### config.mk
export PLATFORM = sky130hd
export DESIGN_NAME = gsf_status_reg
export DESIGN_NICKNAME = d
export VERILOG_FILES = /design/src/hw/gsf_pkg.sv /design/src/hw/gsf_status_reg.sv
export SDC_FILE = /design/constraint.sdc
export NUM_CORES = 1
export LEC_CHECK = 0
export ABC_CLOCK_PERIOD_IN_PS = 1200
export BUFFER_PORTS_ARGS = -buffer_cell sky130_fd_sc_hd__buf_4
export CORE_MARGIN = 4
export CORE_UTILIZATION = 37
export CTS_CLUSTER_DIAMETER = 100
export CTS_CLUSTER_SIZE = 10
export DETAILED_ROUTE_END_ITERATION = 7
export PLACE_DENSITY = 0.8
export SYNTH_ARGS = -nofsm -noshare
export SYNTH_HDL_FRONTEND = slang
export SYNTH_SLANG_ARGS = --single-unit
### constraint.sdc
create_clock -name clk -period 1.2 [get_ports clk]
set_input_delay 0.06 -clock clk [delete_from_list [all_inputs] [get_ports clk]]
set_output_delay 0.06 -clock clk [all_outputs]
set_load 0.03 [all_outputs]
### src/hw/gsf_pkg.sv
package gsf_pkg;

  // ------------------------------------------------------------
  // Register map
  // ------------------------------------------------------------
  localparam logic [6:0] GSF_ADDR_GEN = 7'h21;
  localparam logic [15:0] GSF_RESET_VAL = 16'h1180;
  localparam logic [15:0] GSF_IRQ_MASK_RST = 16'h0000;

  // ------------------------------------------------------------
  // Field positions
  // ------------------------------------------------------------
  localparam int GSF_B_ALARM_IRQ = 15;
  localparam int GSF_B_MODEM_IRQ = 14;
  localparam int GSF_B_TRIM_BUSY = 12;
  localparam int GSF_B_MT_DONE = 10;
  localparam int GSF_B_MT_FAIL = 9;
  localparam int GSF_B_RESET = 8;
  localparam int GSF_B_SLEW = 7;
  localparam int GSF_B_EOC = 6;
  localparam int GSF_B_CONV_BUSY = 5;
  localparam int GSF_B_SUPPLY = 4;
  localparam int GSF_B_BRK_FRAME = 3;
  localparam int GSF_B_BRK_PAR = 2;
  localparam int GSF_B_CHR_FRAME = 1;
  localparam int GSF_B_CHR_PAR = 0;

  // Bits that may feed the interrupt (maskable sources)
  localparam logic [15:0] GSF_IRQ_SRC = 16'h06CF;

  // Settle time with slew limiting off
  localparam int GSF_SETTLE_CYC = 3;

  // Event inputs, one-cycle pulses
  typedef struct packed {
    logic memtest_complete;
    logic memtest_failed;
    logic conv_done;
    logic brk_frame_err;
    logic brk_parity_err;
    logic chr_frame_err;
    logic chr_parity_err;
  } gsf_evt_t;

  // Register access strobes
  typedef struct packed {
    logic rd;
    logic wr;
    logic [6:0] addr;
  } gsf_acc_t;

endpackage

### src/hw/gsf_status_reg.sv
`timescale 1ns/1ps
// Summary of operation
// - Bit 15 ORs unmasked alarm flags
// - Bit 14 ORs unmasked modem flags
// - Bit 12 high until trim copy done
// - Bit 10 sticky on memtest completion
// - Bit 9 sticky on memtest failure
// - Bit 8 set after reset, no interrupt
// - Sticky flags clear on read unless persisting
// - Bit 7 high once output reaches target
// - Settled within 3 cycles without slewing
// - Interrupt event when slewed output settles
// - Bit 6 sticky on conversion end
// - Bit 5 live conversion busy, no interrupt
// - Bit 4 live supply level, no interrupt
// - Bit 3 sticky break stop-bit error
// - Bit 2 sticky break parity error
// - Bit 1 sticky character stop-bit error
// - Bit 0 sticky character parity error
module gsf_status_reg
  import gsf_pkg::*;
(
  input wire logic clk,
  input wire logic rst_n,
  input wire gsf_acc_t acc,
  output logic [15:0] rdata,
  output logic rvalid,
  input wire logic [15:0] alarm_flags,
  input wire logic [15:0] alarm_mask,
  input wire logic [15:0] modem_flags,
  input wire logic [15:0] modem_mask,
  input wire logic trim_done,
  input wire gsf_evt_t evt,
  input wire logic memtest_fail_level,
  input wire logic slew_enable,
  input wire logic target_load,
  input wire logic slew_at_target,
  input wire logic conv_busy,
  input wire logic supply_high,
  input wire logic [15:0] irq_mask,
  output logic slew_settled,
  output logic slew_event,
  output logic irq
);

  // ------------------------------------------------------------
  // Access decode
  // ------------------------------------------------------------
  logic rd_hit;
  assign rd_hit = acc.rd && (acc.addr == GSF_ADDR_GEN);

  // ------------------------------------------------------------
  // Trim load progress
  // ------------------------------------------------------------
  logic trim_busy_q;

  // Once done, stays done until the next reset
  always_ff @(posedge clk)
  begin
    if (!rst_n)
      trim_busy_q <= 1'b1;
    else if (trim_done)
      trim_busy_q <= 1'b0;
  end

  // ------------------------------------------------------------
  // Slew settled tracking
  // ------------------------------------------------------------
  logic [1:0] settle_cnt_q;
  logic settled_q;
  logic settled_d;

  // Without slewing the target is forced through in a fixed delay
  always_comb
  begin
    settled_d = settled_q;
    if (target_load)
      settled_d = 1'b0;
    else if (slew_enable && slew_at_target)
      settled_d = 1'b1;
    else if (!slew_enable && settle_cnt_q >= 2'(GSF_SETTLE_CYC - 1))
      settled_d = 1'b1;
  end

  // Settle count restarts from zero on every new target
  always_ff @(posedge clk)
  begin
    if (!rst_n)
      settle_cnt_q <= 2'h0;
    else if (target_load)
      settle_cnt_q <= 2'h0;
    else if (!settled_q && settle_cnt_q != 2'h3)
      settle_cnt_q <= settle_cnt_q + 2'h1;
  end

  always_ff @(posedge clk)
  begin
    if (!rst_n)
      settled_q <= GSF_RESET_VAL[GSF_B_SLEW];
    else
      settled_q <= settled_d;
  end

  // Event only on the slewed arrival; host may then turn slewing off
  assign slew_event = slew_enable && !settled_q && settled_d;
  assign slew_settled = settled_q;

  // ------------------------------------------------------------
  // Sticky flags
  // ------------------------------------------------------------
  logic [15:0] set_vec;
  logic [15:0] hold_vec;
  logic [15:0] sticky_q;
  localparam logic [15:0] STICKY_BITS = 16'h074F;

  // Set sources; hold keeps a flag whose condition still stands
  always_comb
  begin
    set_vec = 16'h0000;
    hold_vec = 16'h0000;
    set_vec[GSF_B_MT_DONE] = evt.memtest_complete;
    set_vec[GSF_B_MT_FAIL] = evt.memtest_failed;
    hold_vec[GSF_B_MT_FAIL] = memtest_fail_level;
    set_vec[GSF_B_EOC] = evt.conv_done;
    set_vec[GSF_B_BRK_FRAME] = evt.brk_frame_err;
    set_vec[GSF_B_BRK_PAR] = evt.brk_parity_err;
    set_vec[GSF_B_CHR_FRAME] = evt.chr_frame_err;
    set_vec[GSF_B_CHR_PAR] = evt.chr_parity_err;
  end

  // Set beats the clear-on-read so no event is lost; writes never touch it
  always_ff @(posedge clk)
  begin
    if (!rst_n)
      sticky_q <= GSF_RESET_VAL & STICKY_BITS;
    else if (rd_hit)
      sticky_q <= (set_vec | hold_vec) & STICKY_BITS;
    else
      sticky_q <= (sticky_q | set_vec | hold_vec) & STICKY_BITS;
  end

  // ------------------------------------------------------------
  // Assembled word
  // ------------------------------------------------------------
  logic [15:0] word;

  // Live bits and summaries; bits 13 and 11 stay zero
  always_comb
  begin
    word = sticky_q;
    word[GSF_B_ALARM_IRQ] = |(alarm_flags & ~alarm_mask);
    word[GSF_B_MODEM_IRQ] = |(modem_flags & ~modem_mask);
    word[GSF_B_TRIM_BUSY] = trim_busy_q;
    word[GSF_B_SLEW] = settled_q;
    word[GSF_B_CONV_BUSY] = conv_busy;
    word[GSF_B_SUPPLY] = supply_high;
  end

  // Read data is the pre-clear snapshot, held until the next read
  always_ff @(posedge clk)
  begin
    if (!rst_n)
      rdata <= 16'h0000;
    else if (rd_hit)
      rdata <= word;
  end

  always_ff @(posedge clk)
  begin
    if (!rst_n)
      rvalid <= 1'b0;
    else
      rvalid <= rd_hit;
  end

  // Maskable sources and the unmaskable slew_event reach the interrupt; reset/busy/supply excluded
  assign irq = |(word & GSF_IRQ_SRC & ~irq_mask) || slew_event;

  // ------------------------------------------------------------
  // Checks
  // ------------------------------------------------------------
  a_read_clears_flag: assert property (
    @(posedge clk) disable iff (!rst_n)
    rd_hit && !evt.chr_parity_err ##1 !evt.chr_parity_err |-> !sticky_q[GSF_B_CHR_PAR])
    else $error("parity flag not cleared by read");

  a_event_survives_read: assert property (
    @(posedge clk) disable iff (!rst_n)
    rd_hit && evt.conv_done |=> sticky_q[GSF_B_EOC])
    else $error("event lost on read");

  a_read_pre_clear: assert property (
    @(posedge clk) disable iff (!rst_n)
    rd_hit |=> rdata == $past(word))
    else $error("read data not pre-clear value");

  a_settle_bound: assert property (
    @(posedge clk) disable iff (!rst_n)
    target_load && !slew_enable ##1 (!slew_enable && !target_load)[*3]
    |=> slew_settled)
    else $error("settled not within bound");

  a_reserved_zero: assert property (
    @(posedge clk) disable iff (!rst_n)
    rvalid |-> rdata[13] == 1'b0 && rdata[11] == 1'b0)
    else $error("reserved bit set");

  a_write_no_effect: assert property (
    @(posedge clk) disable iff (!rst_n)
    acc.wr && !acc.rd && set_vec == 16'h0000 && hold_vec == 16'h0000
    |=> sticky_q == $past(sticky_q))
    else $error("write changed flags");

  a_alarm_summary: assert property (
    @(posedge clk) disable iff (!rst_n)
    rd_hit && |(alarm_flags & ~alarm_mask) |=> rdata[GSF_B_ALARM_IRQ])
    else $error("alarm summary wrong");

  a_trim_done_clear: assert property (
    @(posedge clk) disable iff (!rst_n)
    trim_done |=> !trim_busy_q [*2])
    else $error("trim busy returned");

  // ------------------------------------------------------------
  // Checks: summaries, trim and live bits
  // ------------------------------------------------------------
  // Any unmasked modem flag must show up in the read word
  a_modem_summary: assert property (
    @(posedge clk) disable iff (!rst_n)
    rd_hit && |(modem_flags & ~modem_mask) |=> rdata[GSF_B_MODEM_IRQ])
    else $error("modem summary wrong");

  // Trim busy only moves when the copy reports done
  a_trim_busy_hold: assert property (
    @(posedge clk) disable iff (!rst_n)
    !trim_done |=> trim_busy_q == $past(trim_busy_q))
    else $error("trim busy moved without done");

  // Conversion busy is taken live at the read edge
  a_conv_busy_live: assert property (
    @(posedge clk) disable iff (!rst_n)
    rd_hit |=> rdata[GSF_B_CONV_BUSY] == $past(conv_busy))
    else $error("conversion busy not live");

  // Supply level is taken live at the read edge
  a_supply_live: assert property (
    @(posedge clk) disable iff (!rst_n)
    rd_hit |=> rdata[GSF_B_SUPPLY] == $past(supply_high))
    else $error("supply level not live");

  // ------------------------------------------------------------
  // Checks: sticky flags
  // ------------------------------------------------------------
  // Reset flag stands at the first edge after any reset
  a_reset_flag_up: assert property (
    @(posedge clk)
    $rose(rst_n) |-> sticky_q[GSF_B_RESET])
    else $error("reset flag missing after reset");

  // With every real source masked, the reset flag alone keeps irq low
  a_reset_no_irq: assert property (
    @(posedge clk) disable iff (!rst_n)
    (irq_mask | 16'h0100) == 16'hFFFF && !slew_event |-> !irq)
    else $error("reset flag reached irq");

  // Memory test completion sets its flag
  a_memtest_done_set: assert property (
    @(posedge clk) disable iff (!rst_n)
    evt.memtest_complete |=> sticky_q[GSF_B_MT_DONE])
    else $error("memtest done flag not set");

  // Memory test failure sets its flag
  a_memtest_fail_set: assert property (
    @(posedge clk) disable iff (!rst_n)
    evt.memtest_failed |=> sticky_q[GSF_B_MT_FAIL])
    else $error("memtest fail flag not set");

  // A failure still present survives the clearing read
  a_fail_held: assert property (
    @(posedge clk) disable iff (!rst_n)
    rd_hit && memtest_fail_level |=> sticky_q[GSF_B_MT_FAIL])
    else $error("persisting failure cleared");

  // Without a read no sticky flag may drop
  a_sticky_hold: assert property (
    @(posedge clk) disable iff (!rst_n)
    !rd_hit |=> (sticky_q & $past(sticky_q)) == $past(sticky_q))
    else $error("sticky flag dropped without read");

  // End of conversion sets its flag
  a_eoc_set: assert property (
    @(posedge clk) disable iff (!rst_n)
    evt.conv_done |=> sticky_q[GSF_B_EOC])
    else $error("end of conversion flag not set");

  // Break stop-bit error sets its flag
  a_brk_frame_set: assert property (
    @(posedge clk) disable iff (!rst_n)
    evt.brk_frame_err |=> sticky_q[GSF_B_BRK_FRAME])
    else $error("break frame flag not set");

  // Break parity error sets its flag
  a_brk_par_set: assert property (
    @(posedge clk) disable iff (!rst_n)
    evt.brk_parity_err |=> sticky_q[GSF_B_BRK_PAR])
    else $error("break parity flag not set");

  // Character stop-bit error sets its flag
  a_chr_frame_set: assert property (
    @(posedge clk) disable iff (!rst_n)
    evt.chr_frame_err |=> sticky_q[GSF_B_CHR_FRAME])
    else $error("character frame flag not set");

  // Character parity error sets its flag
  a_chr_par_set: assert property (
    @(posedge clk) disable iff (!rst_n)
    evt.chr_parity_err |=> sticky_q[GSF_B_CHR_PAR])
    else $error("character parity flag not set");

  // ------------------------------------------------------------
  // Checks: slew and access
  // ------------------------------------------------------------
  // Slewed output at target settles on the next edge
  a_settled_target: assert property (
    @(posedge clk) disable iff (!rst_n)
    slew_enable && slew_at_target && !target_load |=> slew_settled)
    else $error("slewed output not settled");

  // The slew event is followed by the settled bit
  a_slew_event_edge: assert property (
    @(posedge clk) disable iff (!rst_n)
    slew_event |=> slew_settled)
    else $error("slew event without settle");

  // Every read hit is answered on the next edge
  a_rvalid_pulse: assert property (
    @(posedge clk) disable iff (!rst_n)
    rd_hit |=> rvalid)
    else $error("read not answered");

  // Writes and other offsets get no answer
  a_refused_silent: assert property (
    @(posedge clk) disable iff (!rst_n)
    !rd_hit |=> !rvalid)
    else $error("refused access answered");

endmodule

==> metrics.md <==
| Metric | Value |
|---|---|
| Outcome | complete, but fails checks |
| Failing checks | negative setup slack |
| Post-Route WL | 4270 µm |
| DR vias | 1612 |
| Crit path time final | 1.45 ns |
| Vias in the first global route | 1629 |
| Pleak | 1.27 nW |
| RSZ-0062 raised after global routing | true |
| Post-synth top flop | dfxtp_1 |
| Max_cap viols | 0 |
| Crit-path max FO | 4 |
| Critical-path cell list | buf_6 -> nor4b_4 -> a221oi_2 -> o2111ai_4 -> buf_6 |
| CP most frequent cell | buf_6 |
| Final instance area | 2560 µm² |
| Min-delay src | conv_busy |
| Worst EP arrival | 1.39 ns |
| Max VDD drop | 0.000823 V |
| DRC errors left | 0 |
| Mean Syn Cell Area | 7.83 µm² |
| Routed len/inst | 12.1 µm |
| Max H-tree Level | 1 |
| Overall power consumption | 1.97 mW |
| Worst path slowest cell | dfxtp_4 |
| Synth area leaders | dfxtp_1 (39%), inv_1 (8.5%), nand2b_1 (6.4%), nand2_1 (5.2%), a21oi_2 (5.1%) |
| CP Data Required Time | 1.14 ns |
| First-pass GRT wire length | 6830 µm |
| Number of synthesized flops with an enable pin | 0 |
| Cell Pwr Density | 769 nW/µm² |
| Mux share of post-synthesis cell area | 0% |
| Xor/xnor share of the synthesized area | 0.639% |
| Seq/Total Area, Yosys | 39.5% |
| Dpl hpwl | 3380 µm |
| Final setup violating endpoints | 2 |
| Initial Util | 39.8% |
| RePlAce Congestion | 0.783 |
| CTS root buf | clkbuf_8 |
| Initial antenna violation count | 0 |
| Skew-Pair Late Insertion Delay | 0.27 ns |
| Most frequent cells after synthesis | inv_1 (31), dfxtp_1 (27), nand2_1 (19), nand2b_1 (14), nor2_1 (12) |
| Global-route usage over all layers | 18.9% |
| Pre-CTS WS | -0.00267 ns |
| Num CTS Buffers | 3 |
| Die W | 68.9 µm |
| Top-area cell type share of the netlist area | 39.5% |
| Worst Path Buf+Inv | 2 |
| Number of antenna diodes | 0 |
| Peak Freq | 689 MHz |
| Number of synthesized register bits | 27 |
| Post-synthesis compound-gate area fraction | 21.2% |
| Core Region | 3440 µm² |
| Crit-path max cell delay | 0.38 ns |
| Critical Path Start | slew_settled |
| Clk pin slew, worst setup/hold paths | 0.10 ns |
| CTS tree | done |
| Cell Rows | 21 |
| Post-Syn Instances | 175 |
| Largest area contributor in the netlist | dfxtp_1 |
| Drt pass-1 iters | 4 |
| Max Transition Viols Final | 0 |
| Post-DP Area | 2340 µm² |
| Largest family of logic cells by synthesized area | simple AND/OR/NAND/NOR gates |
| Proportion of layout cells with a drive suffix above 1 | 50.6% |
| Clock sinks | 27 |
| Hold Crit Class | in -> reg |
| Final nets | 416 |
| Via-to-Cell Ratio | 4.55 |
| GR Overflow Total | 0 |
| Most frequent cell after synthesis | inv_1 |
| Setup Crit Path Kind | reg -> out |
| Post-route ant nets | 0 |
| Post-synthesis adder-cell area fraction | 1.83% |
| Netlist cell types | 27 |
| Final Hold Vio Count | 0 |
| Crit start category | flip-flop |
| Hold slack | 0.0182 ns |
| Comb pwr share | 25.4% |
| Num ports | 125 |
| Synth Warn # | 0 |
| Top cell family by delay on the critical path | compound AO/OA/AOI/OAI gates |
| Cell Int Power | 1.49 mW |
| Final period util | 121% |
| Starting DRT DRC Count | 85 |
| Net Sw Power | 0.478 mW |
| Clock power share | 26.6% |
| I/O Buffers | 113 |
| Largest net degree at the start of global routing | 18 |
| Post-layout worst setup margin | -0.252 ns |
| R2r startpoint | settle_cnt_q[0] |
| Post-synth ARST share | 0% |
| Max clock buf depth | 2 |
| Crit. End Element | output port |
| Simple logic cell fraction of the synthesized area | 23.5% |
| Mapped cell area | 1370 µm² |
| Die Area | 4740 µm² |
| Layout Skew | 0.00726 ns |
| Chip Height | 68.9 µm |
| Sequential Power Share | 48.1% |
| P&R area growth vs syn | 86.8% |
| Switching share of power | 24.3% |
[power groups by stage]
stage,combinational (mW),clock (mW),sequential [mW]
3_3_place_gp,0.439,0,0.964
4_1_cts,0.496,0.538,0.945
2_1_floorplan,0.156,0,0.969
3_5_place_dp,0.447,0,0.966
5_1_grt,0.548,0.585,0.950
6_report,0.499,0.522,0.946
[timing repair]
item / in CTS / in global routing
setup endpoints to repair: 2 / 4
pin swaps: 2 / 1
endpoints found under the hold margin: 10 / 0
setup buffers: 3 / 1
hold buffers: 11 / 0
gates resized for setup: 6 / 2
[sequential cells by signal (all words and copies together), names as in the netlist]
register      count
rdata            14
sticky_q          8
trim_busy_q       1
settle_cnt_q      2
slew_settled      1
rvalid            1
[layer usage]
layer  vias up  wire [µm]  track usage, %
li1        834          -               -
met1       707       1500            19.8
met2        67       2340            37.4
met3         4        407            5.83
met4         0         23            2.19
met5         -          0               0
[cells by family after synthesis]
kind of cell | Yosys count
XOR/XNOR | 1
AND/OR/NAND/NOR | 62
buffers and inverters | 39
AO/OA/AOI/OAI | 43
adder cells (fa/ha/maj) | 2
other | 1
flip-flops | 27
[tightest hold or removal path, delay by kind of cell]
family	cells	cell delay [ns]
AOI/OAI and AO/OA	1	0.04
and+or+nand+nor	1	0.05
buffers and inverters	1	0.11
[placed cells by master, fill, tap and decap left out, drive strengths merged]
cell type    netlist  routed
a211oi             2       2
a21oi             19      19
a221oi             2       2
a31oi              2       2
and2               1       1
and4bb             1       1
buf                6     125
clkbuf             2       3
conb               1       2
dfxtp             27      27
dlygate4sd3        0      11
ha                 2       2
inv               31      32
nand2             27      27
nand2b            14      14
nor2              12      12
nor3               5       5
nor4b              2       2
o2111ai            5       5
o21ai              4       4
o22ai              9       9
xnor2              1       1
[layout make-up]
type / instances / area [µm²]
Timing Repair Buffer: 136 / 1080
Fill cell: 287 / 883
Multi-Input combinational cell: 110 / 707
Sequential cell: 27 / 546
Inverter: 31 / 116
Tap cell: 46 / 57.6
Clock buffer: 3 / 41.3
Clock inverter: 1 / 6.26
[metrics by stage]
| stage | cells | util [%] | TNS [ns] |
|---|---|---|---|
| after global placement | 335 | 68.1 | 0 |
| final | 354 | 74.3 | -0.434 |
| after CTS | 353 | 74.0 | -0.433 |
| after detailed placement | 335 | 68.1 | -0.00267 |
| after global routing | 354 | 74.3 | -0.595 |
| after floorplan | 176 | - | -0.0344 |
[final timing paths]
path | endpoint | slack (ns) | depth (start not counted)
max | irq | -0.25 | 5
min reg2reg | rdata[8] | 0.45 | 2
min | rdata[5] | 0.02 | 3
max reg2reg | slew_settled | 0.11 | 6
Note: power is estimated with default switching activity, not from simulation.
